`src/dcir_pkg.sv`:
```
// Shared constants and types for the line interface control and interrupt registers
package dcir_pkg;
	localparam int CLK_HZ = 100_000_000;
	localparam int CYC_PER_MS = CLK_HZ / 1000;
	localparam int WDOG_WINDOW_MS = 4096;
	localparam int WDOG_CYCLES = WDOG_WINDOW_MS * CYC_PER_MS;
	localparam int KEEP_MS = 2048;
	localparam int KEEP_CYCLES = KEEP_MS * CYC_PER_MS;

	localparam int REG_AW = 8;
	localparam int REG_DW = 8;
	localparam int LOOP_CUR_W = 5;
	localparam logic [LOOP_CUR_W-1:0] LOOP_CUR_MAX = 5'h1f;

	localparam logic [REG_AW-1:0] ADDR_CONTROL_TWO = 8'h02;
	localparam logic [REG_AW-1:0] ADDR_IRQ_MASK = 8'h03;
	localparam logic [REG_AW-1:0] ADDR_IRQ_FLAGS = 8'h04;

	localparam int CTL_WDOG_BIT = 4;
	localparam int CTL_ALOOP_BIT = 3;
	localparam int CTL_RMODE_BIT = 2;
	localparam int CTL_HYB_BIT = 1;
	localparam int CTL_RX_BIT = 0;
	localparam logic [REG_DW-1:0] CTL_RESET = 8'h03;
	localparam logic [REG_DW-1:0] CTL_WMASK = 8'h1f;

	localparam int IRQ_RING_BIT = 7;
	localparam int IRQ_FRAME_BIT = 5;
	localparam int IRQ_DROP_BIT = 3;
	localparam int IRQ_LOOP_BIT = 2;
	localparam logic [REG_DW-1:0] IRQ_WMASK = 8'hac;
	localparam logic [REG_DW-1:0] MASK_RESET = 8'h00;
	localparam logic [REG_DW-1:0] FLAG_RESET = 8'h00;
	localparam logic [REG_DW-1:0] ALL_ONES = 8'hff;

	localparam int AVS_AW = 4;
	localparam int AVS_DW = 32;
	localparam logic [AVS_AW-1:0] HOST_OFS_CMD = 4'h0;
	localparam logic [AVS_AW-1:0] HOST_OFS_STATUS = 4'h4;
	localparam logic [AVS_AW-1:0] HOST_OFS_KEEP = 4'h8;
	localparam int CMD_DATA_LSB = 0;
	localparam int CMD_ADDR_LSB = 8;
	localparam int CMD_WR_BIT = 16;
	localparam int STS_BUSY_BIT = 8;
	localparam int STS_IRQ_BIT = 9;
	localparam int KEEP_EN_BIT = 0;

	typedef enum logic [0:0] {
		st_idle = 1'b0,
		st_req = 1'b1
	} dcir_link_t;
endpackage

```
`src/dcir_if.sv`:
```
// Register access link between the host controller and the line interface device
`timescale 1ns/1ns
interface dcir_if;
	import dcir_pkg::*;
	logic req;
	logic wr;
	logic [REG_AW-1:0] addr;
	logic [REG_DW-1:0] wdata;
	logic ack;
	logic [REG_DW-1:0] rdata;
	logic irq;

	modport device (
		input req,
		input wr,
		input addr,
		input wdata,
		output ack,
		output rdata,
		output irq
	);
	modport host (
		output req,
		output wr,
		output addr,
		output wdata,
		input ack,
		input rdata,
		input irq
	);
endinterface

```
`src/dcir_sync.sv`:
```
// Two-stage synchroniser for a group of asynchronous levels
`timescale 1ns/1ns
module dcir_sync #(
	parameter int W = 1
) (
	input wire logic i_clk,
	input wire logic i_rst,
	input wire logic [W-1:0] i_async,
	output logic [W-1:0] o_sync
);
	logic [W-1:0] meta_ff;
	logic [W-1:0] sync_ff;

	always_ff @(posedge i_clk) begin
		if (i_rst) begin
			meta_ff <= '0;
			sync_ff <= '0;
		end else begin
			meta_ff <= i_async;
			sync_ff <= meta_ff;
		end
	end

	assign o_sync = sync_ff;
endmodule

```
`src/dcir_device.sv`:
```
// Device end: control, mask and flag registers with write watchdog
`timescale 1ns/1ns
// Functional notes
// - Watchdog enable sticks until hardware reset
// - Watchdog expiry forces line on-hook
// - Only register writes restart watchdog
// - Analog loop bit drives loopback
// - Ring mode selects positive or both thresholds
// - Hybrid bit connects hybrid to transmit
// - Receive bit enables receive path
// - Ring mask gates ring interrupt
// - Frame mask gates frame-loss interrupt
// - Dropout mask gates dropout interrupt
// - Overload mask gates overload interrupt
// - Ring flag sticky, cleared by zero
// - Frame flag set on lock loss
// - Dropout flag shows line power lost
// - Overload flag set at current maximum
// - Reserved bits written zero, read ignored
module dcir_device import dcir_pkg::*; #(
	parameter int WDOG_CYC = WDOG_CYCLES
) (
	input wire logic i_clk,
	input wire logic i_rst,
	dcir_if.device bus,
	input wire logic i_ring_pos,
	input wire logic i_ring_neg,
	input wire logic i_frame_lost,
	input wire logic i_supply_dropout,
	input wire logic [LOOP_CUR_W-1:0] i_loop_current,
	output logic o_force_on_hook,
	output logic o_analog_loop,
	output logic o_hybrid_connect,
	output logic o_receive_path_enable,
	output logic o_ring_detect
);
	localparam int WDW = $clog2(WDOG_CYC + 1);
	localparam int SW = LOOP_CUR_W + 4;

	logic [SW-1:0] line_sync;
	logic ring_pos_s;
	logic ring_neg_s;
	logic frame_lost_s;
	logic dropout_s;
	logic [LOOP_CUR_W-1:0] loop_current_s;

	logic ack_ff;
	logic [REG_DW-1:0] rdata_ff;
	logic irq_ff;
	logic write_watchdog_enable_ff;
	logic analog_loop_enable_ff;
	logic ring_polarity_mode_ff;
	logic hybrid_connect_ff;
	logic receive_path_enable_ff;
	logic [REG_DW-1:0] mask_ff;
	logic [REG_DW-1:0] flags_ff;
	logic [REG_DW-1:0] nxt_flags;
	logic [WDW-1:0] wdog_cnt_ff;
	logic force_on_hook_ff;
	logic ring_prev_ff;
	logic frame_prev_ff;
	logic ring_detect_ff;

	logic take;
	logic do_wr;
	logic reg_wr;
	logic ring_now;
	logic [REG_DW-1:0] flag_set;
	logic [REG_DW-1:0] flag_keep;
	logic [REG_DW-1:0] ctl_read;

	dcir_sync #(
		.W(SW)
	) u_line_sync (
		.i_clk(i_clk),
		.i_rst(i_rst),
		.i_async({i_ring_pos, i_ring_neg, i_frame_lost, i_supply_dropout, i_loop_current}),
		.o_sync(line_sync)
	);

	assign {ring_pos_s, ring_neg_s, frame_lost_s, dropout_s, loop_current_s} = line_sync;

	// Each request is taken once; the host drops req on the edge that sees ack
	assign take = bus.req && !ack_ff;
	assign do_wr = take && bus.wr;
	assign reg_wr = do_wr && (bus.addr == ADDR_CONTROL_TWO || bus.addr == ADDR_IRQ_MASK ||
		bus.addr == ADDR_IRQ_FLAGS);

	always_ff @(posedge i_clk) begin
		if (i_rst) begin
			ack_ff <= 1'b0;
		end else begin
			ack_ff <= take;
		end
	end

	assign ctl_read = {3'b000, write_watchdog_enable_ff, analog_loop_enable_ff,
		ring_polarity_mode_ff, hybrid_connect_ff, receive_path_enable_ff};

	// Reserved bits read as zero
	always_ff @(posedge i_clk) begin
		if (i_rst) begin
			rdata_ff <= '0;
		end else if (take && !bus.wr) begin
			case (bus.addr)
				ADDR_CONTROL_TWO: rdata_ff <= ctl_read & CTL_WMASK;
				ADDR_IRQ_MASK: rdata_ff <= mask_ff;
				ADDR_IRQ_FLAGS: rdata_ff <= flags_ff;
				default: rdata_ff <= '0;
			endcase
		end
	end

	always_ff @(posedge i_clk) begin
		if (i_rst) begin
			analog_loop_enable_ff <= CTL_RESET[CTL_ALOOP_BIT];
			ring_polarity_mode_ff <= CTL_RESET[CTL_RMODE_BIT];
			hybrid_connect_ff <= CTL_RESET[CTL_HYB_BIT];
			receive_path_enable_ff <= CTL_RESET[CTL_RX_BIT];
		end else if (do_wr && bus.addr == ADDR_CONTROL_TWO) begin
			analog_loop_enable_ff <= bus.wdata[CTL_ALOOP_BIT];
			ring_polarity_mode_ff <= bus.wdata[CTL_RMODE_BIT];
			hybrid_connect_ff <= bus.wdata[CTL_HYB_BIT];
			receive_path_enable_ff <= bus.wdata[CTL_RX_BIT];
		end
	end

	// Once set only reset clears it; written zeros are ignored
	always_ff @(posedge i_clk) begin
		if (i_rst) begin
			write_watchdog_enable_ff <= CTL_RESET[CTL_WDOG_BIT];
		end else if (do_wr && bus.addr == ADDR_CONTROL_TWO && bus.wdata[CTL_WDOG_BIT]) begin
			write_watchdog_enable_ff <= 1'b1;
		end
	end

	always_ff @(posedge i_clk) begin
		if (i_rst) begin
			wdog_cnt_ff <= '0;
			force_on_hook_ff <= 1'b0;
		end else if (reg_wr) begin
			wdog_cnt_ff <= '0;
			force_on_hook_ff <= 1'b0;
		end else if (write_watchdog_enable_ff) begin
			if (wdog_cnt_ff == WDW'(WDOG_CYC - 1)) begin
				force_on_hook_ff <= 1'b1;
			end else begin
				wdog_cnt_ff <= wdog_cnt_ff + 1'b1;
			end
		end
	end

	always_ff @(posedge i_clk) begin
		if (i_rst) begin
			mask_ff <= MASK_RESET;
		end else if (do_wr && bus.addr == ADDR_IRQ_MASK) begin
			mask_ff <= bus.wdata & IRQ_WMASK;
		end
	end

	assign ring_now = ring_pos_s || (ring_polarity_mode_ff && ring_neg_s);

	always_ff @(posedge i_clk) begin
		if (i_rst) begin
			ring_prev_ff <= 1'b0;
			frame_prev_ff <= 1'b0;
			ring_detect_ff <= 1'b0;
		end else begin
			ring_prev_ff <= ring_now;
			frame_prev_ff <= frame_lost_s;
			ring_detect_ff <= ring_now;
		end
	end

	// Hardware set wins over a software clear in the same cycle
	always_comb begin
		flag_set = '0;
		flag_set[IRQ_RING_BIT] = ring_now && !ring_prev_ff;
		flag_set[IRQ_FRAME_BIT] = frame_lost_s && !frame_prev_ff;
		flag_set[IRQ_DROP_BIT] = dropout_s;
		flag_set[IRQ_LOOP_BIT] = loop_current_s == LOOP_CUR_MAX;
		flag_keep = (do_wr && bus.addr == ADDR_IRQ_FLAGS) ? bus.wdata : ALL_ONES;
		nxt_flags = ((flags_ff & flag_keep) | flag_set) & IRQ_WMASK;
	end

	always_ff @(posedge i_clk) begin
		if (i_rst) begin
			flags_ff <= FLAG_RESET;
		end else begin
			flags_ff <= nxt_flags;
		end
	end

	always_ff @(posedge i_clk) begin
		if (i_rst) begin
			irq_ff <= 1'b0;
		end else begin
			irq_ff <= |(flags_ff & mask_ff);
		end
	end

	assign bus.ack = ack_ff;
	assign bus.rdata = rdata_ff;
	assign bus.irq = irq_ff;
	assign o_force_on_hook = force_on_hook_ff;
	assign o_analog_loop = analog_loop_enable_ff;
	assign o_hybrid_connect = hybrid_connect_ff;
	assign o_receive_path_enable = receive_path_enable_ff;
	assign o_ring_detect = ring_detect_ff;
endmodule

```
`src/flat_wrapper.sv`:
```
// flat-port wrapper written by rule: the top's interface ports become plain ports
module dcir_device_flat import dcir_pkg::*;
#(
	parameter int WDOG_CYC = WDOG_CYCLES
)
  (i_clk, i_rst, i_ring_pos, i_ring_neg, i_frame_lost, i_supply_dropout, i_loop_current, o_force_on_hook, o_analog_loop, o_hybrid_connect, o_receive_path_enable, o_ring_detect, bus_req, bus_wr, bus_addr, bus_wdata, bus_ack, bus_rdata, bus_irq);
  dcir_if bus_i ();
  input wire logic i_clk;
  input wire logic i_rst;
  input wire logic i_ring_pos;
  input wire logic i_ring_neg;
  input wire logic i_frame_lost;
  input wire logic i_supply_dropout;
  input wire logic [LOOP_CUR_W-1:0] i_loop_current;
  output logic o_force_on_hook;
  output logic o_analog_loop;
  output logic o_hybrid_connect;
  output logic o_receive_path_enable;
  output logic o_ring_detect;
  input wire logic [$bits(bus_i.req)-1:0] bus_req;
  input wire logic [$bits(bus_i.wr)-1:0] bus_wr;
  input wire logic [$bits(bus_i.addr)-1:0] bus_addr;
  input wire logic [$bits(bus_i.wdata)-1:0] bus_wdata;
  output wire logic [$bits(bus_i.ack)-1:0] bus_ack;
  output wire logic [$bits(bus_i.rdata)-1:0] bus_rdata;
  output wire logic [$bits(bus_i.irq)-1:0] bus_irq;
  assign bus_i.req = bus_req;
  assign bus_i.wr = bus_wr;
  assign bus_i.addr = bus_addr;
  assign bus_i.wdata = bus_wdata;
  assign bus_ack = bus_i.ack;
  assign bus_rdata = bus_i.rdata;
  assign bus_irq = bus_i.irq;
  dcir_device #(.WDOG_CYC(WDOG_CYC)) u_core (.i_clk(i_clk), .i_rst(i_rst), .bus(bus_i), .i_ring_pos(i_ring_pos), .i_ring_neg(i_ring_neg), .i_frame_lost(i_frame_lost), .i_supply_dropout(i_supply_dropout), .i_loop_current(i_loop_current), .o_force_on_hook(o_force_on_hook), .o_analog_loop(o_analog_loop), .o_hybrid_connect(o_hybrid_connect), .o_receive_path_enable(o_receive_path_enable), .o_ring_detect(o_ring_detect));
endmodule
```
`config.mk`:
```
export PLATFORM = sky130hd
export DESIGN_NAME = dcir_device_flat
export DESIGN_NICKNAME = d
export VERILOG_FILES = /design/src/dcir_pkg.sv /design/src/dcir_if.sv /design/src/dcir_sync.sv /design/src/dcir_device.sv /design/src/flat_wrapper.sv
export SDC_FILE = /design/constraint.sdc
export NUM_CORES = 1
export LEC_CHECK = 0
export BUFFER_PORTS_ARGS = -buffer_cell sky130_fd_sc_hd__buf_2
export CELL_PAD_IN_SITES_DETAIL_PLACEMENT = 2
export CELL_PAD_IN_SITES_GLOBAL_PLACEMENT = 2
export CORE_ASPECT_RATIO = 1.4
export CORE_MARGIN = 5
export CORE_UTILIZATION = 34
export DETAILED_ROUTE_END_ITERATION = 7
export GPL_TIMING_DRIVEN = 0
export PLACE_DENSITY_LB_ADDON = 0.12
export REMOVE_ABC_BUFFERS = 1
export SKIP_LAST_GASP = 1
export SLEW_MARGIN = 30
export SYNTH_ARGS = -nofsm -noshare
export SYNTH_HDL_FRONTEND = slang
export SYNTH_SLANG_ARGS = --single-unit
```
`constraint.sdc`:
```
create_clock -name i_clk -period 2.5 [get_ports i_clk]
set_input_delay 0.25 -clock i_clk [delete_from_list [all_inputs] [get_ports i_clk]]
set_output_delay 0.25 -clock i_clk [all_outputs]
set_load 0.01 [all_outputs]
```
Yosys cells after proc, flatten, opt, wreduce, memory -nomap -nowiden
Cells that the tools add are included.

word-level totals
  output and inout port bits = 15
  input bits = 29
  logic and storage cells = 51
  bits in registers = 77

operators by class
  bitwise gates (word level) = 4
  reduce and logical (&&, ||, !) cells = 22
  equal/unequal tests = 5
  mux-type cells = 2
  add/subtract/negate cells = 1

operators by type and width
  kind                                                              count
  29-bit by 1-bit adder with 29-bit output (second input constant)  1
  29-bit == test (second input constant)                            1
  8-bit one-hot mux with 3 select lines                             1
  8-bit AND                                                         2
  8-bit by 2-bit == test with 1-bit output (second input constant)  2
  1-bit logical AND                                                 11
  8-bit by 3-bit == test with 1-bit output (second input constant)  1
  8-bit 2-to-1 mux                                                  1
  8-bit bitwise OR                                                  1
  8-bit OR reduction                                                1
  5-bit == test (second input constant)                             1
  1-bit logical NOT                                                 4
  2-bit AND reduction                                               2
  1-bit logical OR                                                  3
  2-bit OR reduction                                                1
  1-bit NOT                                                         1

Depth between registers and ports, before layout
Gate-level depths: netlist of the first run.

  depth in word-level cells = 7
  gate-level depth with buffers = 8
  gate-level depth less buffers = 6

Hierarchy
From an unflattened synthesis of the first run, not the netlist that was laid out.

unflattened totals
  cells, all modules = 322
  area total of the unflattened synthesis = 2,971.6 um^2

by module, submodules not included
  module       sequential area each (um^2)  area an instance (um^2)  instances  cells an instance
  dcir_device  1,081.0                      2,482.4                  1          285
  dcir_sync    360.3                        489.2                    1          37

Worst setup path after synthesis of the first run
Ideal clock, no wire load.

  kind = register to register
  start point = register u_core.wdog_cnt_ff[0]
  end point = register u_core.wdog_cnt_ff[26]
  stages on the path, launching flop included = 9
  path buffers = 2
  clock period less this slack = 2.260 ns
  setup time = 0.071 ns
  setup slack = 0.240 ns
  data arrival time = 2.190 ns
  cells stage by stage = dfxtp_1 > ha_1 > nand2_1 > or4_4 > buf_6 > or3_4 > buf_6 > or3_1 > a21oi_1

between the ends
  longest elaborated chain between the ends = 3

ends and longest elaborated chain
  what                                                                              RTL line            text
  from (decl)                                                                       dcir_device.sv:58   logic [WDW-1:0] wdog_cnt_ff;
  from (signal assigned)                                                            dcir_device.sv:148  wdog_cnt_ff <= wdog_cnt_ff + 1'b1;
  branches (longest 3 deep; another with 29-bit by 1-bit adder with 29-bit output)  -

Parallel ways; which one is timed is not known.
A chain may end at the register's enable or synchronous reset.

Worst setup path after layout of the first run
  start point = register u_core.wdog_cnt_ff[2]
  end point = register u_core.wdog_cnt_ff[26]

Same word-level chain as after synthesis.

==> results of run 1 <==
-- power breakdown --
group / internal, mW / total [mW] / switching (mW)
clock network: 0.795 / 1.33 / 0.537
logic: 0.0315 / 0.0762 / 0.0447
registers: 1.17 / 1.17 / 0.00679
total: 1.99 / 2.58 / 0.588
-- flip-flops by register name (all words and copies together) (netlist names) --
name                             flops
u_core.flags_ff                      4
u_core.write_watchdog_enable_ff      1
u_core.u_line_sync.meta_ff           9
u_core.ring_prev_ff                  1
u_core.bus.ack                       1
u_core.bus.irq                       1
u_core.frame_prev_ff                 1
u_core.wdog_cnt_ff                  29
u_core.o_receive_path_enable         1
u_core.o_hybrid_connect              1
u_core.o_analog_loop                 1
u_core.o_force_on_hook               1
u_core.bus.rdata                     7
u_core.mask_ff                       4
u_core.ring_polarity_mode_ff         1
u_core.u_line_sync.o_sync            9
-- kinds of logic (layout without fill, tap and decap cells) --
kind of cell,count (synthesis),in the layout,synth area share (%)
mux,8,8,2.80
buf+inv,23,65,3.61
fa+ha+maj,1,1,0.425
xor+xnor,16,16,4.76
simple gates,140,140,25.6
other cells,1,1,0.127
flops,72,72,48.9
compound gates,62,62,13.8
-- worst reg2reg max path, stage by stage, from the launching register on --
cell     delay [ns]
dfxtp_1        0.42
nand4_2        0.23
or4_4          0.64
or3_4          0.48
or3_1          0.37
a21oi_1        0.14
-- synth_stat cells, types with 2 or more instances --
library cell,count,share of area [%]
nor2b_1,22,4.7
nor4b_1,2,0.59
a211o_1,2,0.59
o21a_1,2,0.51
buf_6,2,0.76
a21o_1,2,0.51
mux2_2,2,0.76
clkbuf_1,9,1.1
xor2_1,14,4.2
nor2_1,38,4.8
buf_1,2,0.25
nor3_1,7,1.2
a21oi_1,15,2.5
a22oi_1,7,1.8
or3_1,8,1.7
and3_1,7,1.5
nand4_1,7,1.5
nor4_1,4,0.85
or4_1,2,0.51
nand2_1,16,2.0
o2111ai_1,2,0.59
nand3_1,15,2.5
dfxtp_1,72,49
o311ai_0,2,0.59
o211ai_1,3,0.76
o21ai_0,15,2.5
a32oi_1,2,0.59
a2bb2oi_1,4,1.2
mux2i_1,6,2.0
o31ai_1,4,1.0
nand2b_1,2,0.42
inv_1,8,1.0
xnor2_1,2,0.59
-- final cells by class --
type                            count  area [um^2]
Tap cell                          105          131
Sequential cell                    72         1440
Inverter                            8         30.0
Fill cell                         987         4970
Multi-Input combinational cell    228         1420
Clock buffer                        9          225
Timing Repair Buffer               41          205
Clock inverter                      7         86.3
-- worst paths after layout --
| kind | slack [ns] | end | start |
|---|---|---|---|
| min reg2reg | 0.44 | u_core.u_line_sync.o_sync[0] | u_core.u_line_sync.meta_ff[0] |
| max reg2reg | 0.15 | u_core.wdog_cnt_ff[26] | u_core.wdog_cnt_ff[2] |
| max | 0.15 | u_core.wdog_cnt_ff[26] | u_core.wdog_cnt_ff[2] |
| min | 0.12 | u_core.u_line_sync.meta_ff[3] | i_loop_current[3] |
-- repair_timing --
| item | 4_1_cts | 5_1_grt |
|---|---|---|
| resized for setup | 1 | 1 |
| setup endpoints to repair | 3 | 3 |
| hold buffers | 0 | 0 |
-- placed cells by master (no fill, tap or decap), types with 6 or more instances in the layout --
cell type / netlist / layout
a21oi_1: 15 / 15
a22oi_1: 7 / 7
and3_1: 7 / 7
buf_2: 0 / 41
clkbuf_16: 0 / 9
dfxtp_1: 72 / 72
inv_1: 8 / 8
mux2i_1: 6 / 6
nand2_1: 16 / 16
nand3_1: 15 / 15
nand4_1: 7 / 7
nor2_1: 38 / 38
nor2b_1: 22 / 22
nor3_1: 7 / 7
o21ai_0: 15 / 15
or3_1: 8 / 8
xor2_1: 14 / 14
-- metrics by stage --
stage / hold slack (ns) / utilization (%) / setup TNS (ns)
floorplan: 0.319 / - / 0
finish: 0.124 / 41.6 / 0
global placement: 0.417 / 37.7 / 0
detailed placement: 0.427 / 37.8 / -0.169
CTS: 0.118 / 41.4 / 0
global route: 0.132 / 41.6 / 0
-- routing by layer --
metal	up-vias	wire (um)	track usage, %
li1	1219	-	-
met1	1234	3030	16.2
met2	31	4140	27.7
met3	11	233	2.20
met4	0	184	8.51
met5	-	0	0
==> metrics.yaml, run 1 <==
timing:
  maxSlewHeadroom_pct: 47.6
  period_minus_slack_ns: 2.35
  hold_violations: 0
  clock_skew_ns: 0.00705
  fin_ws_ns: 0.152
  rsz0062_at_grt: "false"
  worst_slew_pin_slew_ns: 0.786
  finalMaxSlewViolations: 0
  period_share_pct: 93.9
  timing.fmax_mhz: 426
  finalSetupViolations: 0
clock_network:
  post_cts_buffers: 0
  htreeDepth: 3
  clock_path_buffers: 2
  cts-root-buf: "clkbuf_16"
  cts_sinks: 72
  cts_tree: "done"
  clock_latency_ns: 0.33
  cts.reportedPaths.clkPinSlew_ns: 0.06
  cts-buffers-inserted: 9
outcome:
  status: "finished, final reports clean"
die:
  core_um2: 8510
  rows: 40
  pin_count: 44
  start_util_pct: 34.6
  chipHeight_um: 120
  fp.dieW_um: 88.7
  die_area_um2: 10700
layout:
  antenna_cells: 0
  postLayoutCellArea_um2: 3540
  instances_no_fill: 470
  layout.nets: 390
  syn_to_final_growth_pct: 20.1
  drive_above_1_share_pct: 18.6
worst_setup_path:
  worst-path-stages: 5
  crit_buf_inv: 0
  critPathTopFamily: "simple AND/OR/NAND/NOR gates"
  path_class: "reg2reg"
  endpoint_kind: "flop"
  crit_slowest_cell: "or4_4"
  max_stage_delay_ns: 0.64
  worstRegToRegCells: 5
  cp_cell_sequence: "nand4_2 -> or4_4 -> or3_4 -> or3_1 -> a21oi_1"
  worstPathArrival_ns: 2.61
  start_kind: "flop"
  path_max_fanout: 11
  cp_data_required_time_ns: 2.76
detailed_routing:
  ant_nets: 0
  vias: 2495
  drt-initial-drc-count: 46
  drc_errors: 0
  dr.pass1.iters: 4
  vias_per_cell: 5.31
  routedWlPerCell_um: 16.1
  routed_wl_mm: 7.58
grt:
  antenna_found_initial: 0
  grt_max_degree: 46
  grt.total_usage_pct: 15.2
  grt_pass1_vias: 2718
  grt_pass1_wl_mm: 12.7
  overflow: 0
placement:
  post-place-cells: 454
  gp_congestion: 0.709
  port_buffers: 41
  hpwl_mm: 5.49
  place_area_um2: 3210
  dp_slack_ns: -0.0587
power:
  p_leak_nw: 1.32
  ir_worst_vdd_mv: 0.362
  total_power_mw: 2.58
  powerDensity_nw_per_um2: 729
worst_hold_path:
  hold_depth: 2
  hold_path.class: "in2reg"
yosys:
  syn_area_per_cell_um2: 9.12
  netlist_area_um2: 2950
  syn_inst: 323
  ys_ff_latch: 72
  synth_warnings: 0
  synth_edf_count: 0
  ys_types: 49
  ys_seq_area_share_pct: 48.9
  synthFlopType: "dfxtp_1"
  synthArstFlopShare_pct: 0
flow_run:
  maxCapViolCount: 0
Power figures use the tool's default switching activity.
==> inputs of run 2 (changes only) <==
--- a/config.mk
+++ b/config.mk
@@ -12,7 +12,7 @@
 export CORE_MARGIN = 5
 export CORE_UTILIZATION = 34
 export DETAILED_ROUTE_END_ITERATION = 7
-export GPL_TIMING_DRIVEN = 0
+export GPL_TIMING_DRIVEN = 1
 export PLACE_DENSITY_LB_ADDON = 0.12
 export REMOVE_ABC_BUFFERS = 1
 export SKIP_LAST_GASP = 1
==> metrics.yaml, run 2 (synthesis gave the netlist of run 1 again) <==
outcome:
  status: "finished, final reports clean"
placement:
  hpwl_mm: 5.90
  gp_congestion: 0.752
  port_buffers: 41
clock_network:
  post_cts_buffers: 0
  cts-buffers-inserted: 9
  cts_sinks: 72
  holdBufCountCts: 0
  cts-root-buf: "clkbuf_16"
  clock_latency_ns: 0.33
  cts_tree: "done"
  htreeDepth: 3
  clock_path_buffers: 2
  cts.reportedPaths.clkPinSlew_ns: 0.06
  post_cts_resize_count: 0
detailed_routing:
  drc_errors: 0
  routed_wl_mm: 7.83
  ant_nets: 0
  vias: 2533
  vias_per_cell: 5.26
  routedWlPerCell_um: 16.3
  drt-initial-drc-count: 26
  dr.pass1.iters: 4
worst_setup_path:
  worstReg2RegEnd: "u_core.wdog_cnt_ff[22]"
  path_class: "reg2reg"
  reg2reg_slack_ns: 0.17
  endpoint_kind: "flop"
  max_stage_delay_ns: 0.55
  crit_slowest_cell: "or4_4"
  path_max_fanout: 11
  cp_data_required_time_ns: 2.76
  worstPathArrival_ns: 2.59
  cp_cell_sequence: "ha_1 -> nand2_1 -> or4_4 -> or3_4 -> or3_1 -> a21oi_1"
  worstRegToRegCells: 6
  r2r-start: "u_core.wdog_cnt_ff[0]"
  start_kind: "flop"
timing:
  timing.fmax_mhz: 429
  rsz0062_at_grt: "false"
  tns_ns: 0
  maxSlewHeadroom_pct: 63.3
  period_minus_slack_ns: 2.33
  hold_violations: 0
  finalMaxSlewViolations: 0
  clock_skew_ns: 0.00754
  finalSetupViolations: 0
  worst_slew_pin_slew_ns: 0.551
  holdWs_ns: 0.130
  period_share_pct: 93.1
grt:
  antenna_found_initial: 0
  overflow: 0
  grt.total_usage_pct: 15.6
  grt_pass1_vias: 2785
  grt_pass1_wl_mm: 12.8
  grt_max_degree: 33
layout:
  largest_register_ff_count: 29
  fillers: 965
  regMostFlops: "u_core.wdog_cnt_ff"
  fin_util_pct: 42.0
  final_cell_mix: "72 x dfxtp_1, 41 x buf_2, 38 x nor2_1"
  final_common_cell: "dfxtp_1"
  antenna_cells: 0
  layout.nets: 403
  drive_above_1_share_pct: 20.2
  syn_to_final_growth_pct: 21.4
power:
  p_leak_nw: 1.37
  powerDensity_nw_per_um2: 675
  ir_worst_vdd_mv: 0.385
die:
  die_area_um2: 10700
  pin_count: 44
  core_um2: 8510
  rows: 40
  fp.dieW_um: 88.7
  start_util_pct: 34.6
  chipHeight_um: 120
worst_hold_path:
  min_delay_worst_endpoint: "u_core.u_line_sync.meta_ff[4]"
  hold_path.class: "in2reg"
  worstHoldStart: "i_loop_current[4]"
  hold_depth: 2
flow_run:
  maxCapViolCount: 0
[run 2: cell count changes in the layout (fill, tap and decap cells not counted), sizes merged]
cell | previous run | this run
buf | 41 | 54
clkinv | 1 | 3
inv | 12 | 8
clkbuf | 9 | 10
bufinv | 1 | 0
clkinvlp | 1 | 2
[run 2: layer usage]
metal / share of wire, % / GRT usage, %
met5: 0 / 0
met4: 1.9 / 6.43
met3: 3.2 / 3.30
met2: 57 / 30.0
met1: 37 / 15.6
[run 2: power by group]
part | internal [mW] | leakage [nW] | total [mW] | switching (mW)
sequential | 1.17 | 0.585 | 1.17 | 0.00660
combinational | 0.0349 | 0.653 | 0.0815 | 0.0466
clock | 0.690 | 0.130 | 1.16 | 0.472
total | 1.89 | 1.37 | 2.42 | 0.525
[run 2: stage by stage]
stage / worst slack, ns / cell area, um^2 / power [mW] / cells
after floorplan: 0.376 / 2870 / 1.23 / 308
after global placement: 0.239 / 3300 / 1.28 / 467
after detailed placement: 0.177 / 3300 / 1.28 / 467
after CTS: 0.147 / 3580 / 2.46 / 482
after global routing: 0.0460 / 3580 / 2.52 / 482
final: 0.171 / 3580 / 2.42 / 482
[run 2: worst max path at each step]
stage	start	endpoint	slack, ns	depth (start not counted)
after global routing	u_core.wdog_cnt_ff[0]	u_core.wdog_cnt_ff[26]	0.05	6
after floorplan	u_core.wdog_cnt_ff[0]	u_core.wdog_cnt_ff[22]	0.38	6
after global placement	u_core.wdog_cnt_ff[0]	u_core.wdog_cnt_ff[26]	0.24	6
after detailed placement	u_core.wdog_cnt_ff[0]	u_core.wdog_cnt_ff[22]	0.18	6
after CTS	u_core.wdog_cnt_ff[0]	u_core.wdog_cnt_ff[22]	0.15	6
final	u_core.wdog_cnt_ff[0]	u_core.wdog_cnt_ff[22]	0.17	6
[run 2: area by class of cell]
type	instances	area, um^2	area share (%)
multi-input combinational	228	1400	39.1
clock buffer	10	239	6.68
timing repair buffer	54	303	8.46
tap	105	131	3.67
sequential	72	1440	40.3
clock inverter	5	33.8	0.944
inverter	8	30.0	0.839
[run 2: worst max-delay path: cells and delay by family (launching register included)]
kind                       cells  cell delay (ns)
DFF                            1             0.39
AOI/OAI and AO/OA              1             0.15
and+or+nand+nor                4             1.50
adders and majority gates      1             0.23
==> inputs of run 3 (changes only) <==
--- a/config.mk
+++ b/config.mk
@@ -14,7 +14,6 @@
 export DETAILED_ROUTE_END_ITERATION = 7
 export GPL_TIMING_DRIVEN = 1
 export PLACE_DENSITY_LB_ADDON = 0.12
-export REMOVE_ABC_BUFFERS = 1
 export SKIP_LAST_GASP = 1
 export SLEW_MARGIN = 30
 export SYNTH_ARGS = -nofsm -noshare
==> metrics.yaml, run 3 (synthesis gave the netlist of run 1 again) <==
worst_setup_path:
  cp-endpoint: "u_core.wdog_cnt_ff[2]"
  worstRegToRegCells: 8
  worstReg2RegEnd: "u_core.wdog_cnt_ff[2]"
  endpoint_kind: "flop"
  worstPathArrival_ns: 2.56
  crit_start: "u_core.wdog_cnt_ff[0]"
  cp_data_required_time_ns: 2.73
  reg2reg_slack_ns: 0.16
  start_kind: "flop"
  path_max_fanout: 7
  r2r-start: "u_core.wdog_cnt_ff[0]"
  path_class: "reg2reg"
detailed_routing:
  ant_nets: 0
  vias: 2518
  drc_errors: 0
  dr.pass1.iters: 4
  routed_wl_mm: 7.85
  routedWlPerCell_um: 16.2
  vias_per_cell: 5.20
  drt-initial-drc-count: 52
timing:
  rsz0062_at_grt: "false"
  clock_skew_ns: 0.00561
  finalMaxSlewViolations: 0
  period_share_pct: 93.4
  hold_violations: 0
  worst_slew_pin_slew_ns: 0.554
  finalSetupViolations: 0
  timing.fmax_mhz: 428
  maxSlewHeadroom_pct: 63.1
  period_minus_slack_ns: 2.34
  tns_ns: 0
layout:
  syn_to_final_growth_pct: 22.7
  final_cell_mix: "72 x dfxtp_1, 41 x buf_2, 38 x nor2_1"
  final_common_cell: "dfxtp_1"
  layout.nets: 404
  register_area_um2: 1440
  multi_input_area_um2: 1400
  antenna_cells: 0
  largest_register_ff_count: 29
  drive_above_1_share_pct: 20.6
  fillers: 976
  instances_no_fill: 484
  regMostFlops: "u_core.wdog_cnt_ff"
clock_network:
  holdBufCountCts: 0
  cts_sinks: 72
  cts.reportedPaths.clkPinSlew_ns: 0.06
  htreeDepth: 3
  clock_latency_ns: 0.33
  cts_tree: "done"
  post_cts_buffers: 0
  cts-root-buf: "clkbuf_16"
  clock_path_buffers: 2
  post_cts_resize_count: 0
  cts-buffers-inserted: 9
power:
  powerDensity_nw_per_um2: 708
  ir_worst_vdd_mv: 0.343
  p_leak_nw: 1.39
die:
  chipHeight_um: 120
  start_util_pct: 34.6
  rows: 40
  core_um2: 8510
  fp.dieW_um: 88.7
  die_area_um2: 10700
  pin_count: 44
grt:
  antenna_found_initial: 0
  grt_max_degree: 38
  overflow: 0
  grt.total_usage_pct: 16.4
  grt_pass1_wl_mm: 13.5
  grt_pass1_vias: 2764
worst_hold_path:
  hold_path.class: "in2reg"
placement:
  post-place-cells: 468
  hpwl_mm: 5.81
  gp_congestion: 0.705
  port_buffers: 41
flow_run:
  maxCapViolCount: 0
yosys:
  syn_nets: 353
outcome:
  status: "finished, final reports clean"
run 3: worst min path at each step:
stage                     cells past startpoint  slack (ns)                           from                            end
after global placement                        2        0.42   u_core.u_line_sync.o_sync[5]             u_core.flags_ff[3]
after global routing                          2        0.13              i_loop_current[0]  u_core.u_line_sync.meta_ff[0]
final                                         2        0.13              i_loop_current[1]  u_core.u_line_sync.meta_ff[1]
after floorplan                               1        0.38              i_loop_current[0]  u_core.u_line_sync.meta_ff[0]
after CTS                                     2        0.12              i_loop_current[1]  u_core.u_line_sync.meta_ff[1]
after detailed placement                      1        0.43  u_core.u_line_sync.meta_ff[0]   u_core.u_line_sync.o_sync[0]
run 3: per-layer routing:
layer	vias to the layer above	GRT usage, %	share of wire, %
li1	1248	-	-
met2	27	29.6	57
met5	-	0	0
met1	1231	17.9	39
met3	12	3.37	3.0
met4	0	7.18	1.8
run 3: critical path, stage by stage, from the launching register on:
cell and delay (ns):
dfxtp_1 0.39, ha_1 0.22, nand2_1 0.11, or4_4 0.50, buf_4 0.18, o311ai_0 0.40
buf_4 0.22, xor2_1 0.16, nor2_1 0.05
run 3: area by class of cell:
type / count / area share [%]
Clock buffer: 9 / 6.23
Timing Repair Buffer: 55 / 8.58
Tap cell: 105 / 3.63
Multi-Input combinational cell: 228 / 38.7
Sequential cell: 72 / 39.9
Clock inverter: 7 / 2.15
Inverter: 8 / 0.831
run 3: where the power goes:
group	switching (mW)	internal [mW]
sequential	0.00639	1.17
clock	0.521	0.782
combinational	0.0472	0.0349
run 3: stage by stage:
stage               hold WS, ns  util, %  instance area, um^2  worst slack [ns]  power (mW)
global placement          0.418     38.9                 3310             0.298        1.28
floorplan                 0.378        -                 2950             0.240        1.24
detailed placement        0.429     38.9                 3310             0.226        1.28
global route              0.130     42.5                 3610            0.0239        2.66
finish                    0.128     42.5                 3610             0.165        2.56
CTS                       0.119     42.5                 3610             0.127        2.60
